<file path="src/rtl/psl_pkg.sv">
// Shared constants for the serial pixel link: lane geometry, bit map, timing counts.
// Assumes both ends run from one 50 MHz clock, clk_i, with a synchronous reset.
// What this block does
// Transmitter takes 28 parallel bits per pixel
// Four control lines: line, frame, valid, spare
// Serial data leaves on exactly four lanes
// Pixel clock forwarded on its own lane
// Inputs captured on falling pixel clock edge
// Seven bit slots per lane per pixel
// Power-down low floats all transmitter outputs; pixel_ready_o stays driven, high, instead of floating
// Receiver deserializes four lanes plus clock lane
// Receiver outputs 28 bits, same layout
// Recovered clock falling edge marks valid data
// Receiver power-down holds every output steady; lock_ok_o drops low instead of holding
// Receiver enters power-down within one microsecond
// User waits 10 ms for lock
// Sync and enable suggested on bits 24-26
// Bit 23 reserved, bit 27 red six
// Slot k starts k sevenths after edge
// Transmitter floats within 100 ns of power-down
// Both ends share one fixed bit map
`default_nettype none

package psl_pkg;

	////////////////////////////////////////////////////////////////////////////////
	// Link geometry
	localparam int LANES      = 4;                 // Data lanes
	localparam int SLOTS      = 7;                 // Bit slots per pixel period
	localparam int WORD_W     = 28;                // Parallel bits per pixel
	localparam int FWD_HIGH   = 4;                 // Slots the forwarded clock is high
	localparam int FIFO_DEPTH = 32;                // Words buffered in the transmitter

	// Suggested placement of control and odd bits
	localparam int BIT_RESERVED  = 23;             // Reserved bit
	localparam int BIT_LINE_SYNC = 24;             // line_sync
	localparam int BIT_FRAME_SYN = 25;             // frame_sync
	localparam int BIT_DATA_EN   = 26;             // display_data_enable
	localparam int BIT_RED6      = 27;             // Red bit six

	////////////////////////////////////////////////////////////////////////////////
	// Timing
	localparam int CLK_HZ        = 50_000_000;    // System clock rate
	localparam int CLK_PERIOD_NS = 20;             // System clock period
	localparam int SLOT_CYCLES   = 1;              // Clock cycles per bit slot
	localparam int TX_PD_MAX_NS  = 100;            // Transmitter float deadline
	localparam int TX_PD_CYCLES  = TX_PD_MAX_NS / CLK_PERIOD_NS;
	localparam int RX_PD_MAX_NS  = 1000;           // Receiver power-down deadline
	localparam int RX_PD_CYCLES  = RX_PD_MAX_NS / CLK_PERIOD_NS;
	localparam int LOCK_MS       = 10;             // Lock interval after wake
	localparam int LOCK_CYCLES   = LOCK_MS * (CLK_HZ / 1000);
	localparam int RCLK_HIGH     = 3;              // Recovered clock high time, cycles

	////////////////////////////////////////////////////////////////////////////////
	// Fixed map of lane and slot to parallel bit, used by both ends
	function automatic int lane_bit(input int lane, input int slot);
		return lane * SLOTS + slot;
	endfunction : lane_bit

	// Forwarded clock level for a slot: high first, low last
	function automatic logic fwd_level(input int slot);
		return (slot < FWD_HIGH);
	endfunction : fwd_level

endpackage : psl_pkg

`default_nettype wire

</file>
<file path="src/rtl/psl_link_if.sv">
// Carrier for the serial link between transmitter and receiver.
// Output enables are high while the transmitter drives; the receiver reads a floated
// pair as low.
`default_nettype none

interface psl_link_if;
	logic [psl_pkg::LANES-1:0] serial_lane_pos;       // Data lanes, true side
	logic [psl_pkg::LANES-1:0] serial_lane_neg;       // Data lanes, complement side
	logic                      serial_lane_oe;        // Lanes driven
	logic                      forwarded_clock_pos;   // Clock lane, true side
	logic                      forwarded_clock_neg;   // Clock lane, complement side
	logic                      forwarded_clock_oe;    // Clock lane driven

	// Transmitting end
	modport tx (
		output serial_lane_pos,
		output serial_lane_neg,
		output serial_lane_oe,
		output forwarded_clock_pos,
		output forwarded_clock_neg,
		output forwarded_clock_oe
	);

	// Receiving end
	modport rx (
		input  serial_lane_pos,
		input  serial_lane_neg,
		input  serial_lane_oe,
		input  forwarded_clock_pos,
		input  forwarded_clock_neg,
		input  forwarded_clock_oe
	);
endinterface : psl_link_if

`default_nettype wire

</file>
<file path="src/rtl/psl_tx.sv">
// Transmitting end: FIFO plus serializer driving four lanes and a forwarded clock.
// Assumes the pixel clock and pixel bits arrive asynchronously and run slower than
// one frame of seven slots; the FIFO absorbs bursts.
`default_nettype none

////////////////////////////////////////////////////////////////////////////////
// Simple synchronous FIFO with valid/ready on both sides
module psl_fifo #(
	parameter int W     = 28,
	parameter int DEPTH = 32
) (
	// Clock and reset
	input  wire logic         clk_i,
	input  wire logic         rst_i,
	input  wire logic         flush_i,
	// Fill side
	input  wire logic         in_valid_i,
	output logic              in_ready_o,
	input  wire logic [W-1:0] in_data_i,
	// Drain side
	output logic              out_valid_o,
	input  wire logic         out_ready_i,
	output logic [W-1:0]      out_data_o
);
	localparam int AW = $clog2(DEPTH);

	// Pointer state, one extra bit tells full from empty
	typedef struct packed {
		logic [AW:0] wr;                       // Write pointer
		logic [AW:0] rd;                       // Read pointer
	} psl_fifo_st_type;

	psl_fifo_st_type st_r;                   // Registered pointers
	psl_fifo_st_type st_nxt;                 // Next pointers
	logic [W-1:0]    mem [DEPTH];            // Storage
	logic            push;                   // Word accepted
	logic            pop;                    // Word taken

	assign in_ready_o  = (st_r.wr ^ st_r.rd) != {1'b1, {AW{1'b0}}};
	assign out_valid_o = st_r.wr != st_r.rd;
	assign out_data_o  = mem[st_r.rd[AW-1:0]];
	assign push        = in_valid_i & in_ready_o;
	assign pop         = out_valid_o & out_ready_i;

	// Pointer update; flush empties the queue
	always_comb
	begin
		st_nxt = st_r;
		if (push)
			st_nxt.wr = st_r.wr + 1'b1;
		if (pop)
			st_nxt.rd = st_r.rd + 1'b1;
		if (flush_i)
			st_nxt.rd = st_nxt.wr;
	end

	always_ff @(posedge clk_i)
	begin
		if (rst_i)
			st_r <= '0;
		else
			st_r <= st_nxt;
	end

	// Storage has no reset: contents are only read behind valid
	always_ff @(posedge clk_i)
	begin
		if (push)
			mem[st_r.wr[AW-1:0]] <= in_data_i;
	end
endmodule : psl_fifo

////////////////////////////////////////////////////////////////////////////////
module psl_tx #(
	parameter int WORD_W = psl_pkg::WORD_W,
	parameter int DEPTH  = psl_pkg::FIFO_DEPTH
) (
	// Clock and reset
	input  wire logic              clk_i,
	input  wire logic              rst_i,
	// Controller side
	input  wire logic              power_down_n_i,
	input  wire logic              pixel_strobe_clock_in_i,
	input  wire logic [WORD_W-1:0] parallel_pixel_inputs_i,
	output logic                   pixel_ready_o,
	// Link side
	psl_link_if.tx                 link
);
	// Serializer states, Gray along idle -> send
	typedef enum logic [1:0] {
		TX_IDLE = 2'h0,
		TX_SEND = 2'h1
	} psl_tx_state_type;

	// Whole module state
	typedef struct packed {
		logic [1:0]            pclk_s;        // Pixel clock synchronizer
		logic                  pclk_q;        // Synced clock, one cycle later
		logic [1:0]            pd_s;          // Power-down synchronizer
		logic [WORD_W-1:0]     d_s1;          // Pixel bits, first stage
		logic [WORD_W-1:0]     d_s2;          // Pixel bits, second stage
		psl_tx_state_type      state;         // Serializer state
		logic [2:0]            slot;          // Current slot
		logic [3:0]            cnt;           // Cycles within slot
		logic [WORD_W-1:0]     word;          // Word on the wire
		logic [psl_pkg::LANES-1:0] lane;      // Lane levels
		logic                  fclk;          // Forwarded clock level
		logic                  oe;            // Drivers enabled
	} psl_tx_st_type;

	psl_tx_st_type     st_r;                 // Registered state
	psl_tx_st_type     st_nxt;               // Next state
	logic              fall;                 // Falling pixel clock seen
	logic              pd_on;                // Powered (synced, high = running)
	logic              f_valid;              // FIFO has a word
	logic              f_pop;                // Take a word now
	logic [WORD_W-1:0] f_data;               // Head word

	assign pd_on = st_r.pd_s[1];
	assign fall  = st_r.pclk_q & ~st_r.pclk_s[1];

	// Buffer between capture and serializer; power-down drops queued words
	psl_fifo #(
		.W     (WORD_W),
		.DEPTH (DEPTH)
	) u_fifo (
		.clk_i       (clk_i),
		.rst_i       (rst_i),
		.flush_i     (~pd_on),
		.in_valid_i  (fall & pd_on),
		.in_ready_o  (pixel_ready_o),
		.in_data_i   (st_r.d_s2),
		.out_valid_o (f_valid),
		.out_ready_i (f_pop),
		.out_data_o  (f_data)
	);

	// Lane level for a slot of a word
	function automatic logic [psl_pkg::LANES-1:0] slot_bits(
		input logic [WORD_W-1:0] w,
		input int                s
	);
		logic [psl_pkg::LANES-1:0] b;
		b = '0;
		for (int l = 0; l < psl_pkg::LANES; l++)
			b[l] = w[psl_pkg::lane_bit(l, s)];
		return b;
	endfunction : slot_bits

	// Capture, serialize and power control
	always_comb
	begin
		st_nxt        = st_r;
		f_pop         = 1'b0;
		st_nxt.pclk_s = {st_r.pclk_s[0], pixel_strobe_clock_in_i};
		st_nxt.pclk_q = st_r.pclk_s[1];
		st_nxt.pd_s   = {st_r.pd_s[0], power_down_n_i};
		st_nxt.d_s1   = parallel_pixel_inputs_i;
		st_nxt.d_s2   = st_r.d_s1;
		st_nxt.oe     = pd_on;
		case (st_r.state)
			TX_IDLE:
			begin
				// Clock lane rests low between frames
				st_nxt.fclk = 1'b0;
				if (pd_on && f_valid)
				begin
					f_pop        = 1'b1;
					st_nxt.word  = f_data;
					st_nxt.slot  = 3'h0;
					st_nxt.cnt   = 4'h0;
					st_nxt.lane  = slot_bits(f_data, 0);
					st_nxt.fclk  = 1'b1;
					st_nxt.state = TX_SEND;
				end
			end
			TX_SEND:
			begin
				if (st_r.cnt != 4'(psl_pkg::SLOT_CYCLES - 1))
					st_nxt.cnt = st_r.cnt + 4'h1;
				else if (st_r.slot != 3'(psl_pkg::SLOTS - 1))
				begin
					// Next slot of the same word
					st_nxt.cnt  = 4'h0;
					st_nxt.slot = st_r.slot + 3'h1;
					st_nxt.lane = slot_bits(st_r.word, int'(st_nxt.slot));
					st_nxt.fclk = psl_pkg::fwd_level(int'(st_nxt.slot));
				end
				else if (f_valid)
				begin
					// Back to back: next word starts without a gap
					f_pop       = 1'b1;
					st_nxt.word = f_data;
					st_nxt.cnt  = 4'h0;
					st_nxt.slot = 3'h0;
					st_nxt.lane = slot_bits(f_data, 0);
					st_nxt.fclk = 1'b1;
				end
				else
				begin
					st_nxt.fclk  = 1'b0;
					st_nxt.lane  = '0;
					st_nxt.state = TX_IDLE;
				end
			end
			default:
				st_nxt.state = TX_IDLE;
		endcase
		// Power-down aborts any frame at once
		if (!pd_on)
		begin
			st_nxt.state = TX_IDLE;
			st_nxt.fclk  = 1'b0;
			st_nxt.lane  = '0;
		end
	end

	always_ff @(posedge clk_i)
	begin
		if (rst_i)
			st_r <= '0;
		else
			st_r <= st_nxt;
	end

	// Differential pairs straight from flops
	assign link.serial_lane_pos     = st_r.lane;
	assign link.serial_lane_neg     = ~st_r.lane;
	assign link.serial_lane_oe      = st_r.oe;
	assign link.forwarded_clock_pos = st_r.fclk;
	assign link.forwarded_clock_neg = ~st_r.fclk;
	assign link.forwarded_clock_oe  = st_r.oe;
endmodule : psl_tx

`default_nettype wire

</file>
<file path="src/flat_wrapper.sv">
// flat-port wrapper written by rule: the top's interface ports become plain ports
module psl_tx_flat 
#(
	parameter int WORD_W = psl_pkg::WORD_W,
	parameter int DEPTH  = psl_pkg::FIFO_DEPTH
)
  (clk_i, rst_i, power_down_n_i, pixel_strobe_clock_in_i, parallel_pixel_inputs_i, pixel_ready_o, link_serial_lane_pos, link_serial_lane_neg, link_serial_lane_oe, link_forwarded_clock_pos, link_forwarded_clock_neg, link_forwarded_clock_oe);
  psl_link_if link_i ();
  input  wire logic clk_i;
  input  wire logic rst_i;
  input  wire logic power_down_n_i;
  input  wire logic pixel_strobe_clock_in_i;
  input  wire logic [WORD_W-1:0] parallel_pixel_inputs_i;
  output logic pixel_ready_o;
  output wire logic [$bits(link_i.serial_lane_pos)-1:0] link_serial_lane_pos;
  output wire logic [$bits(link_i.serial_lane_neg)-1:0] link_serial_lane_neg;
  output wire logic [$bits(link_i.serial_lane_oe)-1:0] link_serial_lane_oe;
  output wire logic [$bits(link_i.forwarded_clock_pos)-1:0] link_forwarded_clock_pos;
  output wire logic [$bits(link_i.forwarded_clock_neg)-1:0] link_forwarded_clock_neg;
  output wire logic [$bits(link_i.forwarded_clock_oe)-1:0] link_forwarded_clock_oe;
  assign link_serial_lane_pos = link_i.serial_lane_pos;
  assign link_serial_lane_neg = link_i.serial_lane_neg;
  assign link_serial_lane_oe = link_i.serial_lane_oe;
  assign link_forwarded_clock_pos = link_i.forwarded_clock_pos;
  assign link_forwarded_clock_neg = link_i.forwarded_clock_neg;
  assign link_forwarded_clock_oe = link_i.forwarded_clock_oe;
  psl_tx #(.WORD_W(WORD_W), .DEPTH(DEPTH)) u_core (.clk_i(clk_i), .rst_i(rst_i), .power_down_n_i(power_down_n_i), .pixel_strobe_clock_in_i(pixel_strobe_clock_in_i), .parallel_pixel_inputs_i(parallel_pixel_inputs_i), .pixel_ready_o(pixel_ready_o), .link(link_i));
endmodule
</file>
<file path="config.mk">
export PLATFORM = sky130hd
export DESIGN_NAME = psl_tx_flat
export DESIGN_NICKNAME = d
export VERILOG_FILES = /design/src/rtl/psl_pkg.sv /design/src/rtl/psl_link_if.sv /design/src/rtl/psl_tx.sv /design/src/flat_wrapper.sv
export SDC_FILE = /design/constraint.sdc
export NUM_CORES = 1
export LEC_CHECK = 0
export ABC_AREA = 1
export ABC_CLOCK_PERIOD_IN_PS = 4100
export BUFFER_PORTS_ARGS = -buffer_cell sky130_fd_sc_hd__buf_2
export CAP_MARGIN = 10
export CORE_AREA = 8 8 328 330
export DETAILED_ROUTE_END_ITERATION = 16
export DIE_AREA = 0 0 336 338
export PLACE_DENSITY = 0.62
export SYNTH_ARGS = -nofsm -noshare
export SYNTH_HDL_FRONTEND = slang
export SYNTH_SLANG_ARGS = --single-unit
</file>
<file path="constraint.sdc">
create_clock -name clk_i -period 4.1 [get_ports clk_i]
set_input_delay 0.41 -clock clk_i [delete_from_list [all_inputs] [get_ports clk_i]]
set_output_delay 0.41 -clock clk_i [all_outputs]
set_load 0.01 [all_outputs]
</file>
==> run metrics, run 1 <==
Post-CTS Hold Fix Bufs 30; Tmin final 3.36 ns; CP endpoint kind register; final period utilization roughly four fifths; cell family with most CP delay simple AND/OR/NAND/NOR gates; CP bufs+invs 3; RSZ-0062 raised after global routing no; commonest cells in the synthesized netlist 896 x edfxtp_1, 740 x nor2_1, 406 x o21ai_0, 330 x nand2_1, 282 x nand3_1; Synth area leader edfxtp_1; Worst VDD drop 0.288 mV; Power Density 454 mW/mm2; simple-gate share of the synthesized area 13.8%; die area 0.114 mm2; crit path cell chain clkinv_1 -> nor3_1 -> nand2_2 -> inv_2 -> nand2_1 -> nor2_4 -> buf_4; Max Slew Vio Count 0; HP Start u_core.st_nxt[67]; Tightest Hold Check Type reg -> reg; drt total wl 106000 um; Post-Synth Adder-Cell Area 0.371%; CTS tree done; XOR/XNOR Fraction of Synth Area 0.195%; Critical Path RT 4.45 ns; Post-synth ARST share 0%; crit start category register; final hold vios 0; first-pass GRT wire length roughly 160000 um; main combinational cell family by area after synthesis simple AND/OR/NAND/NOR gates; Compound-Gate Fraction of Synth Area 9.20%; Worst-path clk slew 0.06 ns; Post-route DRC 0; slowest stage delay, CP 0.61 ns; Rows 118; yosys warns 0; Primary FF master, synth edfxtp_1; Yosys cell types 32; Antenna Nets Post-Route 0; Die Wd ~340 um; status complete, no violations; FF+latch count, synth 1016; core area 0.103 mm2; Setup TNS Final 0 ns; Final nets 3497; dpl hpwl 60500 um; clock sinks ~1000; Initial Util 39.5%; drt wl/cell 21.5 um; LEAKAGE 15.6 nW; syn nets 3474; post-synth top area share roughly 66%; area grow syn2layout 12.9%; top post-synthesis cells by area edfxtp_1 66%, nor2_1 6.9%, dfxtp_1 5.9%; vias in the first global route 25000; Final Setup Violations 0; Max Clock Skew 0.0292 ns; CP Data Arrival Time 3.71 ns; global route overflow 0; clk buf depth 3; chip height 338 um; RR Startpoint u_core.pd_on; Post-synth EDFFs 896; Worst Tran Pin Value 1.07 ns; Post-Syn Area 0.0405 mm2; relative max-transition margin 28.3%; Final Wtd Congestion approximately 0.84; syn_area_per_cell 11.8 um2; gr usage total 18.2%; worst skew pair latency 0.67 ns; # diodes 0; mux cell area share after synthesis 0%; share of layout cells above drive strength 1 under 10%; first-pass iteration count of the detailed router 6; # IOs 45; Synth Instances roughly 3400; Worst Setup SP u_core.pd_on; cts repair resizes 0; CTS buffer count 99; Setup CP Type reg -> reg; Fmax 298 MHz; max cap viols 0; Vias about 26000; sequential fraction of the synthesis area 72.4%; postcts setup bufs 0; Placement Setup Slack 0.737 ns; DR iter-0 viols 3013; CP max FO 15; Final WS setup around 0.74 ns; top-count cell post-synth edfxtp_1; slowest CP cell nor2_4; pin count of the biggest net entering global routing 176; initial antenna violation count 1; H-tree depth 3; Vias/cell 5.31; CTS Root Cell clkbuf_16; IO Port Bufs 44
where the power goes:
| group | leakage, nW | internal (mW) | switching [mW] |
|---|---|---|---|
| Sequential | 9.23 | 11.2 | 0.115 |
| Combinational | 4.78 | 0.174 | 0.409 |
| Clock | 1.55 | 4.97 | 3.84 |
| Total | 15.6 | 16.4 | 4.36 |
registers in the layout (all words and copies together) (netlist names), named ones only:
register,flops
u_core.pd_on,1
u_core.link.forwarded_clock_pos,1
u_core.link.serial_lane_pos,4
u_core.st_nxt,31
u_core.u_fifo.st_r,12
u_core.u_fifo.mem,896
u_core.link.forwarded_clock_oe,1
u_core.st_r,65
through the flow:
step / hold slack [ns] / total power, mW / instances / cell area, um2 / utilization (%)
floorplan: 0.388 / 11.9 / 3430 / 40500 / -
global placement: 0.381 / 12.1 / 4702 / 42300 / 41.2
detailed placement: 0.390 / 12.1 / 4702 / 42300 / 41.2
CTS: 0.394 / 20.9 / 4916 / 45700 / 44.5
global route: 0.413 / 21.3 / 4916 / 45700 / 44.5
finish: 0.396 / 20.7 / 4916 / 45700 / 44.5
worst reg2reg max path: stages (launching register included):
cell and delay (ns):
dfxtp_1 0.54, clkinv_1 0.36, nor3_1 0.33, nand2_2 0.22, inv_2 0.17, nand2_1 0.49, nor2_4 0.62, buf_4 0.33
final timing paths:
check | cells after the start | slack [ns] | to
max | 7 | 0.74 | u_core.u_fifo.mem[13][11]
min | 2 | 0.40 | u_core.st_r[67]
max reg2reg | 7 | 0.74 | u_core.u_fifo.mem[13][11]
min reg2reg | 2 | 0.40 | u_core.st_r[67]
placed cells by master, fill, tap and decap left out, types with 4 or more instances in the layout:
cell           synthesis  layout
inv_2                  6       6
ha_1                  12      12
a21oi_1               65      65
buf_4                 24      51
clkbuf_16              0     103
clkinv_1               3      23
dfxtp_1              120      96
nor2_4                 0      29
dlygate4sd3_1          0      30
o211ai_1             164     164
dfxtp_2                0      21
nand2_1              330     330
nand4_1                9       9
clkbuf_1             105      23
inv_1                128     127
nand3_1              282     282
o21ai_1               20      20
xor2_1                 7       7
nor3_1                 7       4
buf_12                 0      15
clkinv_2               0      27
buf_2                 32      43
nor2_1               740     711
edfxtp_1             896     896
bufinv_16              0       6
o21ai_0              406     406
layout make-up:
type,instances,area [um2]
Inverter,137,524
Clock inverter,57,449
Multi-Input combinational cell,2060,9790
Clock buffer,127,2670
Sequential cell,1016,29300
Fill cell,9300,56900
Tap cell,1380,1730
Timing Repair Buffer,139,1200
logic make-up (layout without fill, tap and decap cells):
kind of cell,count (synthesis),in the layout
AND/OR/NAND/NOR,1379,1379
flip-flops,1016,1016
XOR/XNOR,9,9
adder cells (fa/ha/maj),12,12
AO/OA/AOI/OAI,660,660
buffers and inverters,354,460
metal layers:
| metal | vias up | wire (um) | GRT usage, % |
|---|---|---|---|
| met5 | - | 0 | 0 |
| met4 | 0 | 3750 | 6.67 |
| met3 | 186 | 5940 | 2.41 |
| met2 | 870 | 52800 | 31.2 |
| met1 | 12900 | 43400 | 23.6 |
| li1 | 12200 | - | - |
Note: power is estimated with default switching activity, not from simulation.
==> inputs of run 2 (changes only) <==
--- a/config.mk
+++ b/config.mk
@@ -6,13 +6,13 @@
 export NUM_CORES = 1
 export LEC_CHECK = 0
 export ABC_AREA = 1
-export ABC_CLOCK_PERIOD_IN_PS = 4100
+export ABC_CLOCK_PERIOD_IN_PS = 2800
 export BUFFER_PORTS_ARGS = -buffer_cell sky130_fd_sc_hd__buf_2
 export CAP_MARGIN = 10
 export CORE_AREA = 8 8 328 330
 export DETAILED_ROUTE_END_ITERATION = 16
 export DIE_AREA = 0 0 336 338
-export PLACE_DENSITY = 0.62
+export PLACE_DENSITY = 0.64
 export SYNTH_ARGS = -nofsm -noshare
 export SYNTH_HDL_FRONTEND = slang
 export SYNTH_SLANG_ARGS = --single-unit
==> constraint.sdc (replaced) <==
create_clock -name clk_i -period 2.8 [get_ports clk_i]
set_input_delay 0.28 -clock clk_i [delete_from_list [all_inputs] [get_ports clk_i]]
set_output_delay 0.28 -clock clk_i [all_outputs]
set_load 0.01 [all_outputs]
==> run 2 against run 1 <==
  * Final area grew 2.4%
  * Via count up 1.4%
  * Non-clock buffer count increased by 84
  * Utilization up 1.1 points
  * Clock skew is 0.0074 ns higher
  * Sequential share of layout area shrank 1.5 points
  * Critical path type unchanged
  * Hold slack worse by 0.32 ns
==> run metrics, run 2 (same netlist as run 1, synthesis figures left out) <==
clk buf depth 3; Setup TNS Final 0 ns; IO Port Bufs 44; Max Slew Vio Count 0; vias in the first global route 25200; chip height roughly 340 um; DR iter-0 viols 2800; Antenna Nets Post-Route 0; clock sinks 1016; Setup CP Type reg -> reg; Tightest Hold Check Type in -> reg; Post-route DRC 0; metal3 WL 6960 um; Fmax 384 MHz; Vias/cell 5.29; Final Wtd Congestion a little over 0.8; final period utilization 93.1%; drt wl/cell 21.2 um; gr usage total 18.2%; drt total wl 106000 um; Final nets 3582; metal2 WL 48800 um; Fill cells between 9000 and 10000; Vias 26500; Tmin final 2.61 ns; CP Data Arrival Time 2.95 ns; pin count of the biggest net entering global routing 108; max cap viols 0; Final WS setup 0.193 ns; Fin Hold WS 0.0737 ns; Critical Path RT about 3.1 ns; top routing layer in use met4; dpl hpwl 61000 um; Rows about 120; die area 0.114 mm2; most frequent cells in the layout 896 x edfxtp_1, 711 x nor2_1, 406 x o21ai_0; worst skew pair latency 0.67 ns; Die Wd ~340 um; final hold vios 0; Initial Util 39.5%; crit start category register; Final Setup Violations 0; relative max-transition margin ~22%; CTS Root Cell clkbuf_16; Worst Tran Pin Value 1.17 ns; most common cell after layout, fill and taps aside edfxtp_1; CTS tree done; met1 WL 46000 um; first-pass iteration count of the detailed router 6; CTS buffer count 100; global route overflow 0; initial antenna violation count 1; # diodes 0; LEAKAGE 16.2 nW; RSZ-0062 raised after global routing no; Worst-path clk slew 0.06 ns; Placement Setup Slack 0.288 ns; area grow syn2layout 15.5%; Worst VDD drop just over 0.4 mV; Power Density about 660 mW/mm2; CP endpoint kind register; core area 0.103 mm2; first-pass GRT wire length 158000 um; share of layout cells above drive strength 1 11.0%; CP max FO 21; # IOs 45; Largest register FFs approximately 900; Max Clock Skew about 0.037 ns; H-tree depth 3; cts repair resizes 0; status complete, no violations
==> run 2: cell count changes in the layout (fill, tap and decap cells not counted), sizes merged <==
cell and delta:
clkinv -16, inv +6, bufinv +1, clkinvlp +1, clkbuf +10, buf +84
==> run 2: final timing paths <==
| kind | from | end | slack, ns | cells past startpoint |
|---|---|---|---|---|
| setup / recovery | u_core.u_fifo.st_r[9] | u_core.u_fifo.mem[4][15] | 0.19 | 10 |
| hold / removal | rst_i | u_core.st_r[15] | 0.07 | 4 |
| setup reg to reg | u_core.u_fifo.st_r[9] | u_core.u_fifo.mem[4][15] | 0.19 | 10 |
| hold reg to reg | u_core.st_nxt[58] | u_core.st_r[58] | 0.39 | 2 |
==> run 2: what timing repair did <==
item                       CTS  global route
hold buffers                30             0
setup endpoints to repair    0             0
buffers inserted             0             0
hold endpoints to repair    30             0
==> run 2: worst max-delay path, cell delays in order, from the launching register on <==
cell and delay (ns):
dfxtp_1 0.53, nand2_1 0.09, nand2_1 0.08, nor2_1 0.06, and2_1 0.14, nand2_1 0.08
nand2_2 0.06, inv_2 0.11, nand2_1 0.40, nor2_4 0.44, buf_12 0.25
==> run 2: power breakdown <==
part           internal [mW]  total, mW  switching [mW]  leakage [nW]
clock network           7.62       13.3            5.70          1.61
logic                  0.295      0.924           0.628          5.32
registers               16.5       16.5          0.0753          9.22
total                   24.4       30.8            6.41          16.2
==> run 2: routing by layer <==
layer | track usage, % | vias to the layer above
met4 | 7.73 | 0
met2 | 28.7 | 948
li1 | - | 12400
met5 | 0 | -
met1 | 25.3 | 13000
met3 | 2.69 | 211
==> run 2: stage by stage <==
| stage | utilization [%] | total power [mW] | instance area [um2] | instances |
|---|---|---|---|---|
| final | 45.6 | 30.8 | 46800 | 5002 |
| after global routing | 45.6 | 31.6 | 46800 | 5002 |
| after CTS | 45.6 | 30.9 | 46800 | 5002 |
| after detailed placement | 42.1 | 17.7 | 43200 | 4786 |
| after global placement | 42.1 | 17.7 | 43200 | 4786 |
| after floorplan | - | 17.4 | 40600 | 3430 |
==> run 2: final cells by class <==
type | instances | area [um2] | area share (%)
sequential | 1016 | 29300 | 62.7
multi-input combinational | 2060 | 9790 | 20.9
clock buffer | 137 | 2780 | 5.95
timing repair buffer | 223 | 2180 | 4.66
tap | 1380 | 1730 | 3.69
inverter | 137 | 524 | 1.12
clock inverter | 49 | 462 | 0.987
